**src/hdl/uss_pkg.sv**
```systemverilog
// package for the universal serial shift core: register map, fields, timing
package uss_pkg;
  // -------------------------------------------------------------------------
  // register offsets
  // -------------------------------------------------------------------------
  localparam logic [7:0] USS_ADDR_CONTROL = 8'hB8;
  localparam logic [7:0] USS_ADDR_STATUS = 8'hB9;
  localparam logic [7:0] USS_ADDR_DATA = 8'hBA;
  localparam logic [7:0] USS_ADDR_BUFFER = 8'hBB;
  localparam logic [7:0] USS_RESET_VALUE = 8'h00;
  // -------------------------------------------------------------------------
  // control field positions
  // -------------------------------------------------------------------------
  localparam int USS_CR_START_IE = 7;
  localparam int USS_CR_OVF_IE = 6;
  localparam int USS_CR_WM_HI = 5;
  localparam int USS_CR_WM_LO = 4;
  localparam int USS_CR_CS_HI = 3;
  localparam int USS_CR_CS_LO = 2;
  localparam int USS_CR_SW_CLK = 1;
  localparam int USS_CR_TOGGLE = 0;
  // -------------------------------------------------------------------------
  // status field positions
  // -------------------------------------------------------------------------
  localparam int USS_SR_START = 7;
  localparam int USS_SR_OVF = 6;
  localparam int USS_SR_STOP = 5;
  localparam int USS_SR_COLL = 4;
  localparam int USS_SR_CNT_HI = 3;
  localparam int USS_SR_CNT_LO = 0;
  // -------------------------------------------------------------------------
  // field encodings
  // -------------------------------------------------------------------------
  localparam logic [1:0] USS_WM_OFF = 2'h0;
  localparam logic [1:0] USS_WM_THREE = 2'h1;
  localparam logic [1:0] USS_WM_TWO = 2'h2;
  localparam logic [1:0] USS_WM_TWO_HOLD = 2'h3;
  localparam logic [1:0] USS_CS_SOFT = 2'h0;
  localparam logic [1:0] USS_CS_TIMER = 2'h1;
  localparam logic [3:0] USS_CNT_MAX = 4'hF;
  localparam logic [3:0] USS_CNT_ONE = 4'h1;
  // -------------------------------------------------------------------------
  // timing: data-line delay before compare with the clock line
  // -------------------------------------------------------------------------
  localparam int USS_CLK_PERIOD_PS = 4000;
  localparam int USS_SDA_DELAY_MIN_NS = 50;
  localparam int USS_SDA_DELAY_MAX_NS = 300;
  localparam int USS_SDA_DELAY_CYC_RAW = (USS_SDA_DELAY_MIN_NS * 1000 + USS_CLK_PERIOD_PS - 1)
                                         / USS_CLK_PERIOD_PS;
  localparam int USS_SDA_DELAY_CYC = (USS_SDA_DELAY_CYC_RAW < 1) ? 1 : USS_SDA_DELAY_CYC_RAW;
endpackage

```
**src/hdl/uss_core.sv**
```systemverilog
// universal serial shift core: shift register, edge counter, start/stop detect
// ---------------------------------------------------------------------------
// Summary of operation
// - start detection runs only in the two-wire modes
// - data line is delayed 50..300 ns before compare with the clock line
// - start detection works without bus activity and raises a wake output
// - external clock counts both rising and falling clock-pin edges
// - counter preloaded to F overflows on the next clock, setting the flag
// - cpu write to data register beats a coincident shift
// - data register shifts left on each clock from the selected source
// - inputs still feed shift and count when wire mode is zero
// - serial output follows bit 7 through a latch open in first half
// - data drives the pin only when its direction bit is one
// - transfer completion copies data into the read-only buffer
// - start flag set by start condition or by clock edges per mode
// - start request while start flag, enable and global enable are set
// - start flag cleared only by writing one; releases clock hold
// - overflow flag set when counter wraps from 15 to 0
// - overflow request while flag, enable and global enable set
// - overflow flag cleared only by writing one; releases clock hold
// - stop flag set on stop condition, cleared by one, no request
// - collision bit reads one when bit 7 differs from the pin level
// - counter readable, writable, counts each selected clock
// - with external source and software bit, toggle strobe clocks counter
// - wire mode: 00 off, 01 three-wire, 10/11 two-wire open drain
// - two-wire: clock held low after start until start flag cleared
// - mode 11 also holds clock low after overflow until flag cleared
// - clock select 00: software bit clocks shift and count once
// ---------------------------------------------------------------------------
//
// The implementer's own choice: strobed register access.
`timescale 1ns/1ps
module uss_core
  import uss_pkg::*;
#(
  parameter int SYNC_STAGES = 3
) (
  input wire logic i_clk,
  input wire logic i_resetn,
  input wire logic [7:0] i_addr,
  input wire logic [7:0] i_wdata,
  input wire logic i_wr,
  input wire logic i_rd,
  output logic [7:0] o_rdata,
  input wire logic i_global_ie,
  input wire logic i_timer_match,
  input wire logic i_data_dir,
  input wire logic i_clock_dir,
  input wire logic i_data_port,
  input wire logic i_clock_port,
  input wire logic i_serial_in_pin,
  input wire logic i_shift_clock_pin,
  output logic o_data_out,
  output logic o_data_oe_n,
  output logic o_clock_out,
  output logic o_clock_oe_n,
  output logic o_start_irq,
  output logic o_overflow_irq,
  output logic o_start_wake
);
  // ---------------------------------------------------------------------------
  // pin synchronisers: three stages, change seen once stages 2 and 3 agree
  // ---------------------------------------------------------------------------
  logic [SYNC_STAGES-1:0] sdi_sync_q, sdi_sync_d;
  logic [SYNC_STAGES-1:0] sck_sync_q, sck_sync_d;
  logic sdi_q, sdi_d, sck_q, sck_d;
  logic [USS_SDA_DELAY_CYC-1:0] sdi_dly_q, sdi_dly_d;

  // ---------------------------------------------------------------------------
  // registers
  // ---------------------------------------------------------------------------
  logic start_ie_q, start_ie_d, ovf_ie_q, ovf_ie_d;
  logic [1:0] wm_q, wm_d, cs_q, cs_d;
  logic sw_clk_q, sw_clk_d;
  logic start_flag_q, start_flag_d, ovf_flag_q, ovf_flag_d, stop_flag_q, stop_flag_d;
  logic [3:0] cnt_q, cnt_d;
  logic [7:0] data_q, data_d, buf_q, buf_d, rdata_q, rdata_d;
  logic latch_q, latch_d, hold_start_q, hold_start_d;

  // combinational decode
  logic wr_ctrl, wr_stat, wr_data, two_wire, ext_sel;
  logic sck_rise, sck_fall, sck_edge, sdi_dly_prev, sdi_dly_now;
  logic start_det, stop_det, tick_ext, shift_clk, count_clk, sw_strobe, tc_strobe;
  logic wrap;

  // both two-wire codes share everything but the overflow hold
  function automatic logic uss_two_wire(input logic [1:0] wm);
    return (wm == USS_WM_TWO) || (wm == USS_WM_TWO_HOLD);
  endfunction

  // one bus strobe aimed at one register offset
  function automatic logic uss_hit(input logic strobe, input logic [7:0] addr,
                                   input logic [7:0] target);
    return strobe && (addr == target);
  endfunction

  // ---------------------------------------------------------------------------
  // next-state logic
  // ---------------------------------------------------------------------------
  always_comb begin
    sdi_sync_d = {sdi_sync_q[SYNC_STAGES-2:0], i_serial_in_pin};
    sck_sync_d = {sck_sync_q[SYNC_STAGES-2:0], i_shift_clock_pin};
    // stage 1 feeds only stage 2; filtered level moves when 2 and 3 agree
    sdi_d = (sdi_sync_q[1] == sdi_sync_q[2]) ? sdi_sync_q[2] : sdi_q;
    sck_d = (sck_sync_q[1] == sck_sync_q[2]) ? sck_sync_q[2] : sck_q;
    sdi_dly_d = {sdi_dly_q[USS_SDA_DELAY_CYC-2:0], sdi_q};
  end

  // edge detection, address decode and clock-source choice
  always_comb begin
    sdi_dly_now = sdi_dly_q[USS_SDA_DELAY_CYC-1];
    sdi_dly_prev = sdi_dly_q[USS_SDA_DELAY_CYC-2];
    sck_rise = sck_d & ~sck_q;
    sck_fall = ~sck_d & sck_q;
    sck_edge = sck_rise | sck_fall;
    two_wire = uss_two_wire(wm_q);
    ext_sel = cs_q[1];
    // start: delayed data falls while clock is high; stop: rises while high
    start_det = two_wire & sck_q & sdi_dly_now & ~sdi_dly_prev;
    stop_det = two_wire & sck_q & ~sdi_dly_now & sdi_dly_prev;
    wr_ctrl = uss_hit(i_wr, i_addr, USS_ADDR_CONTROL);
    wr_stat = uss_hit(i_wr, i_addr, USS_ADDR_STATUS);
    wr_data = uss_hit(i_wr, i_addr, USS_ADDR_DATA);
    sw_strobe = wr_ctrl & i_wdata[USS_CR_SW_CLK];
    tc_strobe = wr_ctrl & i_wdata[USS_CR_TOGGLE];
    // cs[0] picks sampling edge for the shift; both edges count
    tick_ext = cs_q[0] ? sck_fall : sck_rise;
    shift_clk = 1'b0;
    count_clk = 1'b0;
    unique case (cs_q)
      USS_CS_SOFT: begin
        shift_clk = sw_strobe;
        count_clk = sw_strobe;
      end
      USS_CS_TIMER: begin
        shift_clk = i_timer_match;
        count_clk = i_timer_match;
      end
      default: begin
        shift_clk = tick_ext;
        count_clk = sw_clk_q ? tc_strobe : sck_edge;
      end
    endcase
  end

  // control register; strobes are not stored as readable state
  always_comb begin
    start_ie_d = start_ie_q;
    ovf_ie_d = ovf_ie_q;
    wm_d = wm_q;
    cs_d = cs_q;
    sw_clk_d = sw_clk_q;
    if (wr_ctrl) begin
      start_ie_d = i_wdata[USS_CR_START_IE];
      ovf_ie_d = i_wdata[USS_CR_OVF_IE];
      wm_d = i_wdata[USS_CR_WM_HI:USS_CR_WM_LO];
      cs_d = i_wdata[USS_CR_CS_HI:USS_CR_CS_LO];
      sw_clk_d = i_wdata[USS_CR_SW_CLK];
    end
  end

  // counter: cpu write wins over a count in the same cycle
  always_comb begin
    wrap = count_clk && (cnt_q == USS_CNT_MAX);
    cnt_d = count_clk ? cnt_q + USS_CNT_ONE : cnt_q;
    if (wr_stat) begin
      cnt_d = i_wdata[USS_SR_CNT_HI:USS_SR_CNT_LO];
    end
  end

  // data register: write beats shift
  always_comb begin
    data_d = shift_clk ? {data_q[6:0], sdi_q} : data_q;
    if (wr_data) begin
      data_d = i_wdata;
    end
    buf_d = wrap ? data_d : buf_q;
  end

  // flags: set beats write-one clear
  always_comb begin
    start_flag_d = start_flag_q;
    if (wr_stat && i_wdata[USS_SR_START]) begin
      start_flag_d = 1'b0;
    end
    if (start_det || (!two_wire && ext_sel && !sw_clk_q && sck_edge)) begin
      start_flag_d = 1'b1;
    end
    ovf_flag_d = ovf_flag_q;
    if (wr_stat && i_wdata[USS_SR_OVF]) begin
      ovf_flag_d = 1'b0;
    end
    if (wrap) begin
      ovf_flag_d = 1'b1;
    end
    stop_flag_d = stop_flag_q;
    if (wr_stat && i_wdata[USS_SR_STOP]) begin
      stop_flag_d = 1'b0;
    end
    if (stop_det) begin
      stop_flag_d = 1'b1;
    end
    // start hold arms on the clock falling after a start, drops with the flag
    hold_start_d = hold_start_q;
    if (!start_flag_q || !two_wire) begin
      hold_start_d = 1'b0;
    end else if (sck_fall) begin
      hold_start_d = 1'b1;
    end
  end

  // output latch: open while clock is low (first half) for external source
  always_comb begin
    latch_d = (!ext_sel || !sck_q) ? data_d[7] : latch_q;
  end

  // read mux, answer one cycle after the strobe
  always_comb begin
    rdata_d = USS_RESET_VALUE;
    if (i_rd) begin
      unique case (i_addr)
        USS_ADDR_CONTROL: rdata_d = {start_ie_q, ovf_ie_q, wm_q, cs_q, 2'b00};
        USS_ADDR_STATUS: rdata_d = {start_flag_q, ovf_flag_q, stop_flag_q,
                                     (data_q[7] != sdi_q), cnt_q};
        USS_ADDR_DATA: rdata_d = data_q;
        USS_ADDR_BUFFER: rdata_d = buf_q;
        default: rdata_d = USS_RESET_VALUE;
      endcase
    end
  end

  // ---------------------------------------------------------------------------
  // state registers
  // ---------------------------------------------------------------------------
  // synchronisers reset to the idle-high line level so no false edge follows reset
  always_ff @(posedge i_clk) begin
    if (!i_resetn) begin
      sdi_sync_q <= '1;
      sck_sync_q <= '1;
      sdi_q <= 1'b1;
      sck_q <= 1'b1;
      sdi_dly_q <= '1;
    end else begin
      sdi_sync_q <= sdi_sync_d;
      sck_sync_q <= sck_sync_d;
      sdi_q <= sdi_d;
      sck_q <= sck_d;
      sdi_dly_q <= sdi_dly_d;
    end
  end

  // control register
  always_ff @(posedge i_clk) begin
    if (!i_resetn) begin
      start_ie_q <= 1'b0;
      ovf_ie_q <= 1'b0;
      wm_q <= USS_WM_OFF;
      cs_q <= USS_CS_SOFT;
      sw_clk_q <= 1'b0;
    end else begin
      start_ie_q <= start_ie_d;
      ovf_ie_q <= ovf_ie_d;
      wm_q <= wm_d;
      cs_q <= cs_d;
      sw_clk_q <= sw_clk_d;
    end
  end

  // edge counter
  always_ff @(posedge i_clk) begin
    if (!i_resetn) begin
      cnt_q <= '0;
    end else begin
      cnt_q <= cnt_d;
    end
  end

  // shift data and the buffer it lands in
  always_ff @(posedge i_clk) begin
    if (!i_resetn) begin
      data_q <= USS_RESET_VALUE;
      buf_q <= USS_RESET_VALUE;
    end else begin
      data_q <= data_d;
      buf_q <= buf_d;
    end
  end

  // flags and the start hold
  always_ff @(posedge i_clk) begin
    if (!i_resetn) begin
      start_flag_q <= 1'b0;
      ovf_flag_q <= 1'b0;
      stop_flag_q <= 1'b0;
      hold_start_q <= 1'b0;
    end else begin
      start_flag_q <= start_flag_d;
      ovf_flag_q <= ovf_flag_d;
      stop_flag_q <= stop_flag_d;
      hold_start_q <= hold_start_d;
    end
  end

  // output latch
  always_ff @(posedge i_clk) begin
    if (!i_resetn) begin
      latch_q <= 1'b0;
    end else begin
      latch_q <= latch_d;
    end
  end

  // read data, zero outside the answer cycle
  always_ff @(posedge i_clk) begin
    if (!i_resetn) begin
      rdata_q <= USS_RESET_VALUE;
    end else begin
      rdata_q <= rdata_d;
    end
  end

  // ---------------------------------------------------------------------------
  // pins and requests
  // ---------------------------------------------------------------------------
  // three-wire drives push-pull; two-wire only pulls low (open drain)
  always_comb begin
    o_rdata = rdata_q;
    o_data_out = 1'b1;
    o_data_oe_n = 1'b1;
    o_clock_out = 1'b0;
    o_clock_oe_n = 1'b1;
    if (wm_q == USS_WM_THREE) begin
      o_data_out = latch_q;
      o_data_oe_n = ~i_data_dir;
    end else if (two_wire) begin
      o_data_out = 1'b0;
      o_data_oe_n = ~(i_data_dir & (~latch_q | ~i_data_port));
      // gating with the flag lets the line go in the very cycle the flag is cleared
      o_clock_oe_n = ~(i_clock_dir & (~i_clock_port | (hold_start_q & start_flag_q)
                     | ((wm_q == USS_WM_TWO_HOLD) & ovf_flag_q)));
    end
  end

  // requests are plain levels: flag, its enable and the global enable
  always_comb begin
    o_start_irq = start_flag_q & start_ie_q & i_global_ie;
    o_overflow_irq = ovf_flag_q & ovf_ie_q & i_global_ie;
    o_start_wake = o_start_irq;
  end
endmodule

```
**config.mk**
```make
export PLATFORM = sky130hd
export DESIGN_NAME = uss_core
export DESIGN_NICKNAME = d
export VERILOG_FILES = /design/src/hdl/uss_pkg.sv /design/src/hdl/uss_core.sv
export SDC_FILE = /design/constraint.sdc
export NUM_CORES = 1
export LEC_CHECK = 0
export BUFFER_PORTS_ARGS = -buffer_cell sky130_fd_sc_hd__buf_2
export CORE_AREA = 3 3 89 112
export DETAILED_ROUTE_END_ITERATION = 6
export DIE_AREA = 0 0 92 115
export SYNTH_ARGS = -nofsm -noshare
export SYNTH_HDL_FRONTEND = slang
export SYNTH_SLANG_ARGS = --single-unit
```
**constraint.sdc**
```tcl
create_clock -name i_clk -period 7.3 [get_ports i_clk]
set_clock_uncertainty 0.05 [all_clocks]
set_input_delay 0.73 -clock i_clk [delete_from_list [all_inputs] [get_ports i_clk]]
set_output_delay 0.73 -clock i_clk [all_outputs]
set_load 0.05 [all_outputs]
```
==> summary.txt <==
Final layout
  • Final instance area: 3220 µm²
  • Most common cell after layout, fill and taps aside: dfxtp_1
  • Ant. Diodes: 0
  • Most frequent cells in the layout: dfxtp_1 (61), buf_2 (41), nor2_1 (25)
  • Synthesis-to-finish area growth: 20.5%
  • Final net count: 340
  • Final core utilization: 35.4%
  • Layout cells sized above 1: 23.0%

Hold path
  • WHS Path Cells: 1
  • Worst Hold Class: reg2reg
  • Worst hold start: sdi_dly_q[9]
  • WHS Endpoint: sdi_dly_q[10]

Die
  • Die area: 10600 µm²
  • Number of I/O pins: 43
  • Initial Utilization: 29.4%
  • Chip height: 115 µm
  • Die Width: 92 µm
  • Core area: 9080 µm²
  • Core Rows: 39

Clocking
  • Number of CTS-inserted buffers: 9
  • CTS tree: built
  • Worst-path clk slew: 0.05 ns
  • Setup bufs post-CTS: 0
  • # hold bufs at CTS: 0
  • Clk root buf: clkbuf_16
  • H-tree levels: 3
  • Clock Latency Late Sink: 0.33 ns
  • Clk sinks: 61
  • PostCTS Resize Cnt: 0
  • Max Root-Sink Buffers: 2

Power
  • Internal Power: 0.000601 W
  • Seq pwr share: 44.4%
  • Clock power frac: 51.6%
  • Pwr dens: 235 nW/µm²
  • Switching Share: 20.5%
  • Worst VDD drop: 0.000131 V
  • Comb pwr share: 3.9%
  • Net Switching: 0.000155 W
  • Leak pwr: 1.18 nW

Worst setup path
  • Cell Chain, Critical Path: buf_2 -> nand2b_1 -> nor4_4 -> a21oi_4 -> or2_1 -> o31ai_1
  • Crit. End Element: flop
  • Worst r2r src: sck_q
  • Maximum fanout along the worst path: 17
  • Worst stage delay on the critical path: 0.62 ns
  • CP Data Arrival Time: 2.78 ns
  • Setup Crit Path Kind: in2reg
  • Critical path's slowest cell: nor4_4
  • R2R setup slack: 4.69 ns
  • Path depth of the worst reg2reg path: 10
  • CP Data Required Time: 7.47 ns
  • Reg2reg end: buf_q[6]
  • Critical Path Start Type: input pin

Timing
  • Final period util: 35.8%
  • Post-layout minimum cycle time: 2.61 ns
  • Worst-Margin Slew: 0.888 ns
  • Final Hold Vio Count: 0
  • Max_slew headroom: 40.0%
  • Fin Setup TNS: 0 ns
  • Final Max Tran Viols: 0
  • Final setup vio count: 0
  • FMAX: 383 MHz
  • Unrepaired setup endpoints after global routing: no

Global route
  • Largest net degree at the start of global routing: 57
  • Gr ovfl total: 0
  • First-pass GRT wire length: 9850 µm
  • Total Routing Usage GR: 11.8%
  • Vias in the first global route: 2078
  • Initial antenna violation count: 0

Place
  • Post-DP HPWL: 4420 µm
  • Routability congestion estimate: 0.790
  • Placed Area: 2940 µm²
  • I/O Buffers: 41

Synthesis
  • Warnings, synthesis: 0
  • Synthesized cell area: 2670 µm²
  • Netlist cell types: 46
  • Asr flop ratio synth: 0%
  • Synth Register Bits: 61
  • Mapped Cells: 275
  • Register area share after synthesis: 45.7%
  • Mapped Nets: 306
  • EDFF count, synth: 0
  • Predominant post-synthesis flop cell: dfxtp_1
  • Syn avg cell area: 9.71 µm²

Detailed routing
  • Post-Route WL: 5920 µm
  • Routed vias: 2036
  • Drt pass-1 iters: 4
  • DR vias/cell: 4.67
  • First DRT Iteration DRCs: 111
  • Drt wl/cell: 13.6 µm
  • Drt drc: 0
  • Routed Antenna Nets: 0

Outcome
  • Status: finished, final reports clean

Flow run
  • Max-cap viol count: 0
cell usage after synthesis (all sizes together) (3+ instances only):
library cell	instances	area [µm²]
clkbuf	12	45.0
nand2	6	22.5
nand2b	22	145
o21a	3	22.5
nor4b	3	32.5
nand3	14	70.1
o21ai	21	105
o211ai	8	60.1
mux2	9	101
inv	4	15.0
buf	6	46.3
a22oi	3	22.5
nand4b	4	50.1
mux2i	14	140
nor2	25	93.8
a21oi	10	61.3
a21boi	3	22.5
o31ai	8	60.1
nor2b	12	75.1
ha	3	37.5
dfxtp	61	1220
registers in the layout, indices dropped and copies added, names as in the netlist:
| signal | count |
|---|---|
| sck_q | 1 |
| sdi_sync_q | 3 |
| cs_q | 2 |
| data_q | 8 |
| stop_flag_q | 1 |
| buf_q | 8 |
| latch_q | 1 |
| ovf_flag_q | 1 |
| hold_start_q | 1 |
| wm_q | 2 |
| start_ie_q | 1 |
| start_flag_q | 1 |
| sdi_dly_q | 13 |
| ovf_ie_q | 1 |
| sw_clk_q | 1 |
| sdi_q | 1 |
| sck_sync_q | 3 |
| o_rdata | 8 |
| cnt_q | 4 |
cell families (layout without fill, tap and decap cells):
kind of cell	after synthesis	in the layout	synth area share, %
and+or+nand+nor	101	101	22.9
AOI/OAI and AO/OA	61	61	14.8
DFF	61	61	45.7
muxes	25	25	10.7
buffers and inverters	22	60	3.98
adders and majority gates	3	3	1.41
other	1	1	0.140
xor gates and xnor gates	1	1	0.328
metal layers:
metal	vias up	global-route usage, %	routed length (µm)
met1	961	12.8	2470
met3	5	4.38	260
met4	0	4.56	62
li1	1043	-	-
met2	27	21.1	3130
met5	-	0	0
cell type report:
class                   count  area (µm²)
clock inverters             1        5.00
repair buffers             41         205
multi-input cells         192        1340
inverters                   4        15.0
clock buffers              14         274
well taps                 123         154
flip-flops and latches     61        1220
fillers                   946        5860
worst max-delay path by stage:
stage / endpoint / startpoint / depth (start not counted) / slack, ns
floorplan: buf_q[0] / i_addr[0] / 6 / 4.86
global placement: buf_q[0] / i_addr[0] / 5 / 4.41
detailed placement: buf_q[6] / i_addr[1] / 6 / 4.37
CTS: buf_q[6] / sck_q / 10 / 4.65
global route: buf_q[6] / sck_sync_q[2] / 8 / 4.49
finish: buf_q[6] / i_addr[1] / 6 / 4.69
critical path: cells and delay by family:
| kind | cells | cell delay, ns |
|---|---|---|
| compound gates | 2 | 0.60 |
| buf+inv | 1 | 0.20 |
| simple gates | 3 | 1.24 |
power by group through the flow:
stage | Clock, W | Sequential (W) | Combinational, W
after global placement | 0 | 0.000343 | 0.0000294
after floorplan | 0 | 0.000342 | 0.0000185
after CTS | 0.000399 | 0.000336 | 0.0000300
after global routing | 0.000414 | 0.000336 | 0.0000325
after detailed placement | 0 | 0.000343 | 0.0000299
final | 0.000391 | 0.000336 | 0.0000297
through the flow:
stage	power (W)	hold WS [ns]	worst slack, ns	std cells
finish	0.000756	0.352	4.69	436
floorplan	0.000361	0.336	4.86	275
global route	0.000782	0.383	4.49	436
CTS	0.000765	0.354	4.65	436
detailed placement	0.000373	0.343	4.37	421
global placement	0.000372	0.340	4.41	421
(Power assumes the default switching activity.)
